## src/core/bitproc_pkg.sv

```systemverilog
// Constants, op-codes and carrier types of the one-bit control processor.
// Assumes one 20 MHz clock and an external program memory and selectors.
// Overview of operation
// [RULE1] Fetch, execute, next address, forever
// [RULE2] Four-bit op-code picks one of sixteen
// [RULE3] Memory gives op-code and operand address together
// [RULE4] Load samples data line into result_bit
// [RULE5] Store drives result_bit onto data line
// [RULE6] Store raises write strobe for latches
// [RULE7] Write strobe latches data at given address
// [RULE8] Selector puts addressed input on line
// [RULE9] AND combines result_bit with data line
// [RULE10] Program counter counts up and wraps
// [RULE11] Moves and logic use one-bit data line
// [RULE12] One command completes every clock period; stores drive a period late, load and AND see the line two periods late
package bitproc_pkg;
  localparam int OP_W = 4;
  localparam int OP_COUNT = 16;
  typedef logic [OP_W-1:0] opcode_t;
  localparam opcode_t OP_NOP = 4'h0;
  localparam opcode_t OP_LOAD = 4'h1;
  localparam opcode_t OP_AND = 4'h3;
  localparam opcode_t OP_STORE = 4'h8;
  localparam logic RESULT_RST = 1'b0;
  localparam int ADDR_W_DEF = 8;

  // Data line pin seen from the processor
  typedef struct packed {
    logic data_out;
    logic data_oe;
    logic write_stb;
  } bus_drive_s;
endpackage : bitproc_pkg

```

## src/core/op_decode.sv

```systemverilog
// Op-code decoder of the one-bit control processor.
// Assumes the op-code is stable from program memory for the whole clock period.
`timescale 1ns/10ps
module op_decode (
  input wire bitproc_pkg::opcode_t opcode, // Op-code from memory
  output logic is_load, // Load command
  output logic is_and, // AND command
  output logic is_store // Store command
);
  import bitproc_pkg::*;
  always_comb begin
    is_load = 1'b0;
    is_and = 1'b0;
    is_store = 1'b0;
    unique case (opcode) // RULE2
      OP_LOAD: is_load = 1'b1;
      OP_AND: is_and = 1'b1;
      OP_STORE: is_store = 1'b1;
      default: ; // Other codes are no-ops in this block
    endcase
  end
endmodule : op_decode

```

## src/core/one_bit_processor.sv

```systemverilog
// One-bit control processor: result_bit, data line drive and write strobe.
// Assumes memory presents op-code and operand address each clock period.
`timescale 1ns/10ps
module one_bit_processor (
  input wire logic clk, // 20 MHz system clock
  input wire logic rst, // Asynchronous reset, active high
  input wire bitproc_pkg::opcode_t opcode, // Op-code from program memory
  input wire logic data_in, // Data line level from input selectors
  output logic data_out, // Data line value driven for stores
  output logic data_oe, // High while the processor drives the data line
  output logic write_stb, // Write strobe to output latches
  output logic result_bit // Result register
);
  import bitproc_pkg::*;

  // Decoder and memory word layout both assume sixteen codes on four bits
  if ($bits(opcode_t) != OP_W || OP_COUNT != (1 << OP_W)) begin : g_bad_opcode
    $error("op-code width does not match the op-code count");
  end

  logic is_load;
  logic is_and;
  logic is_store;
  logic din_meta_q;
  logic din_sync_q;
  logic result_q;
  logic result_d;
  bus_drive_s drive_q;
  bus_drive_s drive_d;

  op_decode u_dec (
    .opcode(opcode),
    .is_load(is_load),
    .is_and(is_and),
    .is_store(is_store)
  );

  // Data line comes from pins; two stages before use. Costs two cycles of latency
  // on input sampling, so selectors must hold their level accordingly.
  always_ff @(posedge clk or posedge rst) begin
    if (rst) begin
      din_meta_q <= 1'b0;
      din_sync_q <= 1'b0;
    end else begin
      din_meta_q <= data_in;
      din_sync_q <= din_meta_q;
    end
  end

  always_comb begin
    result_d = result_q;
    if (is_load) begin
      result_d = din_sync_q; // RULE4 RULE11
    end else if (is_and) begin
      result_d = result_q & din_sync_q; // RULE9 RULE11
    end
  end

  // One command per clock: every edge executes the presented op-code
  always_ff @(posedge clk or posedge rst) begin
    if (rst) begin
      result_q <= RESULT_RST;
    end else begin
      result_q <= result_d; // RULE1 RULE12
    end
  end

  always_comb begin
    drive_d.data_out = result_q; // RULE5
    drive_d.data_oe = is_store; // RULE5 RULE11
    drive_d.write_stb = is_store; // RULE6
  end

  // Outputs leave flip-flops, so the strobe comes one cycle after the store word;
  // memory must keep the latch address on for that extra cycle.
  always_ff @(posedge clk or posedge rst) begin
    if (rst) begin
      drive_q <= '0;
    end else begin
      drive_q <= drive_d;
    end
  end

  assign data_out = drive_q.data_out;
  assign data_oe = drive_q.data_oe;
  assign write_stb = drive_q.write_stb;
  assign result_bit = result_q;
endmodule : one_bit_processor

```

## config.mk

```make
export PLATFORM = sky130hd
export DESIGN_NAME = one_bit_processor
export DESIGN_NICKNAME = d
export VERILOG_FILES = /design/src/core/bitproc_pkg.sv /design/src/core/op_decode.sv /design/src/core/one_bit_processor.sv
export SDC_FILE = /design/constraint.sdc
export NUM_CORES = 1
export LEC_CHECK = 0
export BUFFER_PORTS_ARGS = -buffer_cell sky130_fd_sc_hd__buf_2
export CAP_MARGIN = 20
export CORE_AREA = 2 2 39 41
export CTS_BUF_LIST = sky130_fd_sc_hd__clkbuf_8 sky130_fd_sc_hd__clkbuf_16
export DETAILED_ROUTE_END_ITERATION = 10
export DIE_AREA = 0 0 41 43
export PLACE_DENSITY_LB_ADDON = 0.15
export SETUP_SLACK_MARGIN = 0.05
export SLEW_MARGIN = 20
export SYNTH_ARGS = -nofsm -noshare
export SYNTH_HDL_FRONTEND = slang
export SYNTH_SLANG_ARGS = --single-unit
```

## constraint.sdc

```tcl
create_clock -name clk -period 1.4 [get_ports clk]
set_input_delay 0.21 -clock clk [delete_from_list [all_inputs] [get_ports clk]]
set_output_delay 0.21 -clock clk [all_outputs]
set_load 0.05 [all_outputs]
```

==> results.py, run 1 <==
metrics = {
    "run_status": {
        "status": "finished clean",
    },
    "routing": {
        "routed_wl_um": 329,
        "avgRoutedWirePerCell_um": 8.024,
        "detail-route-antenna-nets": 0,
        "drt_iter0_drc": 0,
        "dr.pass1.iters": 1,
        "vias": 133,
        "drc_errors": 0,
        "via_per_inst": 3.244,
    },
    "finish": {
        "n_antenna_cell": 0,
        "fin_util_pct": 21.25,
        "mostFrequentLayoutCells": "buf_2 (10), dfrtp_1 (5), clkbuf_8 (3)",
        "instances_no_fill": 41,
        "fin_nets": 33,
        "drive_gt1_share_pct": 56.00,
        "final_common_cell": "buf_2",
        "postLayoutCellArea_sq_um": 294.0,
        "area_delta_synth_final_pct": 66.67,
    },
    "setup_path": {
        "cp.arrival_ns": 0.84,
        "r2r_start": "din_sync_q",
        "crit_fanout": 3,
        "path_class": "flop to output pin",
        "path_delay_family": "flip-flops",
        "slowest_delay_ns": 0.35,
        "path_buf_inv": 1,
        "slowest_stage": "dfrtp_1",
        "crit_path_end_kind": "output pin",
        "crit_required_ns": 1.19,
        "worstReg2RegEnd": "result_bit",
        "rrSetupSlack_ns": 0.62,
        "crit_chain": "buf_2",
        "rr_worst_depth": 1,
        "critPathLaunchType": "flop",
    },
    "cts": {
        "cts-buffers-inserted": 3,
        "cts_root_buf": "clkbuf_8",
        "cts_max_path_buffers": 2,
        "cts_tree": "yes",
        "numClockSinks": 5,
        "insertion_delay_ns": 0.22,
        "post_cts_resized": 0,
        "clk_pin_slew_worst_paths_ns": 0.03,
        "ctsHtreeMaxLevel": 1,
    },
    "timing": {
        "hold_violations": 0,
        "fin_ws_ns": 0.3535,
        "rsz0062_at_grt": "no",
        "fmax_ghz": 0.9555,
        "timing.hold.ws_ns": 0.09868,
        "slew_violations": 0,
        "fin_crit_sh_pct": 74.75,
        "clock-skew-final_ns": 0.001450,
        "fin_crit_ns": 1.047,
        "worst_pin_slew_ns": 0.2550,
        "setup_viol_count_final": 0,
        "setup_tns_ns": 0,
        "max_slew_margin_pct": 82.76,
    },
    "pwr": {
        "total_power_uw": 502.7,
        "p_per_area_nw_per_um2": 1710,
        "ir_worst_vdd_v": 0.0005607,
        "p_leak_nw": 0.1472,
    },
    "yosys": {
        "ys_top_cells_by_area": "dfrtp_1 (71%), nor4b_2 (8.5%), o32a_1 (5.7%)",
        "ys_seq_elements": 5,
        "synth_top_area_share_pct": 70.92,
        "syn_nets": 18,
        "synth_top_area_cell": "dfrtp_1",
        "ys_seq_area_share_pct": 70.92,
        "synth_area_sq_um": 176.4,
        "yosys.cell_types.count": 7,
        "yosysWarnings": 0,
        "syn_inst": 11,
        "postSynthAreaPerCell_sq_um": 16.04,
    },
    "grt": {
        "grt_pass1_vias": 123,
        "gr-total-overflow": 0,
        "track_usage_pct": 4.642,
        "grt_pass1_wl_um": 455,
        "grt_max_degree": 6,
        "antenna_found_initial": 0,
    },
    "floorplan": {
        "die_x_um": 41,
        "die_area_sq_um": 1763,
        "start_util_pct": 12.75,
        "die_y_um": 43,
        "num_rows": 14,
        "coreArea_sq_um": 1384,
        "ioPinCount": 11,
    },
    "place": {
        "port_buffers": 10,
        "routabilityCongestion": 0.5212,
        "dp_slack_ns": 0.5388,
        "dpl_cell_area_sq_um": 239.0,
        "dp_cells": 36,
    },
    "min_path": {
        "min_to": "din_meta_q",
        "holdCritStartpoint": "data_in",
        "min_path_cells": 1,
        "hold_path_class": "primary input to flop",
    },
    "run": {
        "drv_cap": 0,
    },
}
-- repair_timing --
action                    CTS  global route
buffers inserted            0             0
hold endpoints to repair    5             0
hold buffers                1             0
-- final cells by class --
class,instances,area [sq um]
Inverter,1,3.754
Clock inverter,1,3.754
Sequential cell,5,125.1
Tap cell,16,20.02
Timing Repair Buffer,11,60.06
Fill cell,155,1090
Multi-Input combinational cell,4,40.04
Clock buffer,3,41.29
-- routing by layer --
| metal | up-vias | track usage, % | wire (um) |
|---|---|---|---|
| li1 | 65 | - | - |
| met1 | 58 | 4.902 | 135 |
| met2 | 10 | 4.063 | 117 |
| met3 | 0 | 7.853 | 76 |
| met4 | 0 | 2.000 | 0 |
| met5 | - | 0 | 0 |
-- cell families (layout without fill, tap and decap cells) --
group,after synthesis,count (layout),synth area share (%)
and+or+nand+nor,3,3,17.02
DFF,5,5,70.92
buffers and inverters,2,16,6.383
AOI/OAI and AO/OA,1,1,5.674
-- flip-flops by register name, indices dropped and copies added (netlist names) --
name	count
data_out	1
din_meta_q	1
din_sync_q	1
result_bit	1
write_stb	1
-- worst max path at each step --
stage / start / endpoint / slack, ns / depth (start not counted)
after CTS: result_bit / result_bit / 0.34 / 1
after global routing: result_bit / result_bit / 0.30 / 1
final: result_bit / result_bit / 0.35 / 1
after floorplan: write_stb / write_stb / 0.30 / 1
after global placement: opcode[3] / result_bit / 0.53 / 3
after detailed placement: opcode[3] / result_bit / 0.54 / 3
-- where the power goes --
group	internal, mW	switching, mW
sequential	0.160	0.00575
clock	0.187	0.0648
combinational	0.0231	0.0613
-- Yosys cell counts --
library cell,count
inv_1,1
o32a_1,1
buf_4,1
dfrtp_1,5
nor4b_2,1
nor4b_1,1
nand2b_1,1
Note: power is estimated with default switching activity, not from simulation.
==> inputs of run 2 (changes only) <==
--- a/config.mk
+++ b/config.mk
@@ -5,6 +5,7 @@
 export SDC_FILE = /design/constraint.sdc
 export NUM_CORES = 1
 export LEC_CHECK = 0
+export ABC_AREA = 1
 export BUFFER_PORTS_ARGS = -buffer_cell sky130_fd_sc_hd__buf_2
 export CAP_MARGIN = 20
 export CORE_AREA = 2 2 39 41
==> constraint.sdc (replaced) <==
create_clock -name clk -period 1.06 [get_ports clk]
set_input_delay 0.159 -clock clk [delete_from_list [all_inputs] [get_ports clk]]
set_output_delay 0.159 -clock clk [all_outputs]
set_load 0.05 [all_outputs]
==> run 2 against run 1 <==
  * Sequential power is 32% higher
  * Total power up 36%
  * Synthesized area up 7.1%
  * Clock skew is 0.0018 ns higher
  * Wire length is 4.6% higher
  * Synthesized cell count rose by 73%
  * Largest power group unchanged
  * Highest routed layer unchanged
==> results.py, run 2 <==
metrics = {
    "run_status": {
        "status": "finished clean",
    },
    "yosys": {
        "ys_top_cells_by_area": "dfrtp_1 (66%), inv_1 (9.9%), nand2_1 (7.9%)",
        "ys_async_sr_fraction_pct": 100.0,
        "synth_area_sq_um": 188.9,
        "syn_inst": 19,
        "ys_seq_elements": 5,
        "ys_seq_area_share_pct": 66.23,
        "synth_top_area_cell": "dfrtp_1",
        "yosysWarnings": 0,
        "synth_flop_cell": "dfrtp_1",
        "synth_top_area_share_pct": 66.23,
        "synth_commonest_cells": "dfrtp_1 (5), inv_1 (5), nand2_1 (4)",
        "yosys.cell_types.count": 8,
        "syn_nets": 26,
        "postSynthAreaPerCell_sq_um": 9.944,
        "synth-edff-count": 0,
    },
    "grt": {
        "grt_max_degree": 6,
        "gr-total-overflow": 0,
        "antenna_found_initial": 0,
        "grt_pass1_vias": 162,
        "track_usage_pct": 5.740,
        "grt_pass1_wl_um": 607,
    },
    "cts": {
        "cts_root_buf": "clkbuf_8",
        "cts_max_path_buffers": 2,
        "ctsHtreeMaxLevel": 1,
        "clk_pin_slew_worst_paths_ns": 0.04,
        "numClockSinks": 5,
        "cts-buffers-inserted": 3,
        "cts_tree": "yes",
        "insertion_delay_ns": 0.22,
        "post-cts-setup-buffers": 0,
    },
    "setup_path": {
        "crit_fanout": 2,
        "rrSetupSlack_ns": 0.34,
        "critPathLaunch": "write_stb",
        "path_delay_family": "flip-flops",
        "crit_path_end_kind": "output pin",
        "worstSetupPathDepth": 1,
        "r2r_start": "din_sync_q",
        "critPathLaunchType": "flop",
        "path_buf_inv": 1,
        "path_class": "flop to output pin",
        "rr_worst_depth": 3,
        "crit_chain": "buf_2",
        "endpoint": "data_oe",
        "slowest_delay_ns": 0.38,
        "worstReg2RegEnd": "result_bit",
        "slowest_stage": "dfrtp_2",
        "crit_required_ns": 0.90,
        "cp.arrival_ns": 0.81,
    },
    "finish": {
        "area_delta_synth_final_pct": 64.24,
        "mostFrequentLayoutCells": "buf_2 (9), inv_1 (6), nand2_1 (4), dfrtp_1 (4), clkbuf_8 (3)",
        "fin_nets": 41,
        "postLayoutCellArea_sq_um": 310.3,
        "n_antenna_cell": 0,
        "drive_gt1_share_pct": 45.45,
        "final_common_cell": "buf_2",
    },
    "floorplan": {
        "start_util_pct": 13.65,
        "ioPinCount": 11,
        "die_x_um": 41,
        "coreArea_sq_um": 1384,
        "die_area_sq_um": 1763,
        "die_y_um": 43,
        "num_rows": 14,
    },
    "timing": {
        "max_slew_margin_pct": 83.63,
        "setup_viol_count_final": 0,
        "fin_crit_ns": 0.9691,
        "worst_pin_slew_ns": 0.2472,
        "rsz0062_at_grt": "no",
        "clock-skew-final_ns": 0.003245,
        "setup_tns_ns": 0,
        "slew_violations": 0,
        "fin_crit_sh_pct": 91.42,
        "hold_violations": 0,
        "fmax_ghz": 1.032,
    },
    "routing": {
        "drc_errors": 0,
        "avgRoutedWirePerCell_um": 7.020,
        "routed_wl_um": 344,
        "vias": 159,
        "drt_iter0_drc": 0,
        "dr.pass1.iters": 1,
        "via_per_inst": 3.245,
        "detail-route-antenna-nets": 0,
    },
    "place": {
        "dpl_cell_area_sq_um": 252.7,
        "routabilityCongestion": 0.5985,
        "port_buffers": 10,
    },
    "pwr": {
        "p_leak_nw": 0.1756,
        "p_per_area_nw_per_um2": 2206,
        "ir_worst_vdd_v": 0.0006427,
    },
    "min_path": {
        "holdCritStartpoint": "data_in",
        "hold_path_class": "primary input to flop",
    },
    "run": {
        "drv_cap": 0,
    },
}
[run 2: what timing repair did]
action                     4_1_cts  5_1_grt
hold buffers                     1        0
gates resized for setup          0        1
setup endpoints to repair        0        1
hold endpoints to repair         5        0
[run 2: layout make-up]
type / count / area, sq um
sequential: 5 / 126.4
tap: 16 / 20.02
clock inverter: 1 / 3.754
inverter: 5 / 18.77
clock buffer: 3 / 41.29
fill: 164 / 1074
multi-input combinational: 8 / 37.54
timing repair buffer: 11 / 62.56
[run 2: power by group]
part           internal [mW]  switching [mW]  leakage (nW)  total (mW)
clock                  0.249          0.0964        0.0269       0.345
sequential             0.212         0.00713        0.0586       0.219
combinational         0.0338          0.0869        0.0901       0.121
total                  0.494           0.190         0.176       0.684
[run 2: layer usage]
layer	vias up	part of all wire [%]	GRT usage, %	wire, um
met5	-	0	0	0
met1	73	34	5.195	116
li1	80	-	-	-
met4	0	0	6.000	0
met2	6	56	7.187	193
met3	0	9.9	4.712	34
[run 2: how the worst min path moves through the flow]
stage	to	slack, ns	cells after the start
2_1_floorplan	data_out	-0.06	1
3_3_place_gp	din_meta_q	0.07	2
3_5_place_dp	din_meta_q	0.07	2
4_1_cts	din_meta_q	0.04	1
5_1_grt	din_meta_q	0.05	1
6_report	din_meta_q	0.04	1
[run 2: logic make-up after synthesis]
group                  after synthesis  synth area share, %
buffers and inverters                6                13.91
DFF                                  5                66.23
and+or+nand+nor                      8                19.86
[run 2: metrics by stage]
stage | util (%) | power (mW) | setup WS, ns | hold WS (ns) | cells
floorplan | - | 0.3040 | 0.1567 | -0.06255 | 19
global placement | 18.26 | 0.3367 | 0.3067 | 0.06736 | 44
detailed placement | 18.26 | 0.3381 | 0.2994 | 0.06692 | 44
CTS | 22.24 | 0.6903 | 0.06360 | 0.03934 | 49
global route | 22.42 | 0.7241 | 0.05619 | 0.04572 | 49
finish | 22.42 | 0.6845 | 0.09090 | 0.04246 | 49
==> inputs of run 3 (changes only) <==
--- a/config.mk
+++ b/config.mk
@@ -10,9 +10,11 @@
 export CAP_MARGIN = 20
 export CORE_AREA = 2 2 39 41
 export CTS_BUF_LIST = sky130_fd_sc_hd__clkbuf_8 sky130_fd_sc_hd__clkbuf_16
+export CTS_CLUSTER_DIAMETER = 100
 export DETAILED_ROUTE_END_ITERATION = 10
 export DIE_AREA = 0 0 41 43
-export PLACE_DENSITY_LB_ADDON = 0.15
+export PLACE_DENSITY_LB_ADDON = 0.1
+export RECOVER_POWER = 25
 export SETUP_SLACK_MARGIN = 0.05
 export SLEW_MARGIN = 20
 export SYNTH_ARGS = -nofsm -noshare
==> run 3 against run 2 <==
  * Final area is 0.40% lower
  * Clock power is 2% lower
  * Setup slack worse by 0.0025 ns
  * Cell count stayed put
  * Maximum frequency is 0.26% lower
  * Critical path type unchanged
  * Critical endpoint is now result_bit
  * Highest routed layer unchanged
==> results.py, run 3 (synthesis gave the netlist of run 2 again) <==
metrics = {
    "place": {
        "routabilityCongestion": 0.5582,
        "dp_slack_ns": 0.2920,
        "dp_cells": 44,
        "port_buffers": 10,
    },
    "floorplan": {
        "die_x_um": 41,
        "coreArea_sq_um": 1384,
        "die_y_um": 43,
        "start_util_pct": 13.65,
        "ioPinCount": 11,
        "die_area_sq_um": 1763,
        "num_rows": 14,
    },
    "cts": {
        "clk_pin_slew_worst_paths_ns": 0.03,
        "cts_tree": "yes",
        "numClockSinks": 5,
        "cts_max_path_buffers": 2,
        "ctsHtreeMaxLevel": 1,
        "post-cts-setup-buffers": 0,
        "insertion_delay_ns": 0.22,
        "cts-buffers-inserted": 3,
        "cts_root_buf": "clkbuf_8",
    },
    "finish": {
        "instances_no_fill": 49,
        "drive_gt1_share_pct": 42.42,
        "regArea_sq_um": 126.4,
        "n_antenna_cell": 0,
        "mostFrequentLayoutCells": "buf_2 (8), inv_1 (6), nand2_1 (4), dfrtp_1 (4), clkbuf_8 (3)",
        "final_common_cell": "buf_2",
        "area_delta_synth_final_pct": 63.58,
        "multiInputGateArea_sq_um": 37.54,
        "n_fill_cell": 164,
        "fin_nets": 41,
    },
    "timing": {
        "fin_ws_ns": 0.08839,
        "hold_violations": 0,
        "slew_violations": 0,
        "fin_crit_sh_pct": 91.66,
        "fin_crit_ns": 0.9716,
        "setup_viol_count_final": 0,
        "setup_tns_ns": 0,
        "clock-skew-final_ns": 0.001836,
        "max_slew_margin_pct": 83.50,
        "fmax_ghz": 1.029,
        "worst_pin_slew_ns": 0.2491,
        "rsz0062_at_grt": "no",
    },
    "setup_path": {
        "rr_worst_depth": 3,
        "worstSetupPathDepth": 1,
        "slowest_stage": "dfrtp_1",
        "critPathLaunch": "result_bit",
        "worstReg2RegEnd": "result_bit",
        "crit_required_ns": 0.90,
        "cp.arrival_ns": 0.81,
        "r2r_start": "din_sync_q",
        "slowest_delay_ns": 0.38,
        "rrSetupSlack_ns": 0.37,
        "path_buf_inv": 1,
        "critPathLaunchType": "flop",
        "crit_fanout": 3,
        "crit_chain": "clkbuf_4",
        "endpoint": "result_bit",
        "crit_path_end_kind": "output pin",
        "path_class": "flop to output pin",
        "path_delay_family": "flip-flops",
    },
    "routing": {
        "routed_wl_um": 327,
        "via_per_inst": 3.469,
        "drc_errors": 0,
        "drt_iter0_drc": 0,
        "dr.pass1.iters": 1,
        "avgRoutedWirePerCell_um": 6.673,
        "detail-route-antenna-nets": 0,
        "vias": 170,
    },
    "grt": {
        "grt_max_degree": 6,
        "antenna_found_initial": 0,
        "grt_pass1_wl_um": 510,
        "gr-total-overflow": 0,
        "track_usage_pct": 5.354,
        "grt_pass1_vias": 139,
    },
    "min_path": {
        "hold_path_class": "primary input to flop",
    },
    "run": {
        "drv_cap": 0,
    },
    "pwr": {
        "p_leak_nw": 0.1729,
        "p_per_area_nw_per_um2": 2185,
        "ir_worst_vdd_v": 0.0005586,
    },
    "run_status": {
        "status": "finished clean",
    },
}
==> run 3: changes by cell type in the layout (fill, tap and decap cells not counted), sizes merged <==
cell,previous run,this run
clkbuf,4,5
buf,9,8
==> run 3: stage by stage <==
step / area [sq um] / utilization, % / hold WS, ns / power (mW)
floorplan: 190.2 / - / -0.06255 / 0.3040
global placement: 252.7 / 18.26 / 0.06601 / 0.3369
detailed placement: 252.7 / 18.26 / 0.06729 / 0.3375
CTS: 307.8 / 22.24 / 0.04182 / 0.6862
global route: 309.0 / 22.33 / 0.03709 / 0.7254
finish: 309.0 / 22.33 / 0.04572 / 0.6753
==> run 3: worst min-delay path by stage <==
stage,from,to,slack [ns],depth (start not counted)
floorplan,rst,data_out,-0.06,1
global placement,rst,din_sync_q,0.07,2
detailed placement,rst,din_sync_q,0.07,2
CTS,data_in,din_meta_q,0.04,1
global route,data_in,din_meta_q,0.04,1
finish,data_in,din_meta_q,0.05,1
==> run 3: power by group <==
part / internal [mW] / switching [mW] / leakage (nW)
Sequential: 0.212 / 0.00751 / 0.0586
Combinational: 0.0333 / 0.0861 / 0.0874
Clock: 0.248 / 0.0888 / 0.0269
==> run 3: what timing repair did <==
| item | in CTS | in global routing |
|---|---|---|
| endpoints found under the setup margin | 0 | 1 |
| gates resized for setup | 0 | 1 |
| hold buffers | 1 | 0 |
| endpoints found under the hold margin | 5 | 0 |
==> run 3: final cells by class <==
type	instances	area share (%)
well taps	16	6.478
flip-flops and latches	5	40.89
clock buffers	3	13.36
inverters	5	6.073
clock inverters	1	1.215
repair buffers	11	19.84
multi-input cells	8	12.15
==> run 3: metal layers <==
metal | vias up | global-route usage [%] | share of wire [%]
met5 | - | 0 | 0
met4 | 0 | 2.000 | 0
met3 | 0 | 9.424 | 19
met2 | 9 | 5.938 | 52
met1 | 80 | 4.262 | 28
li1 | 81 | - | -
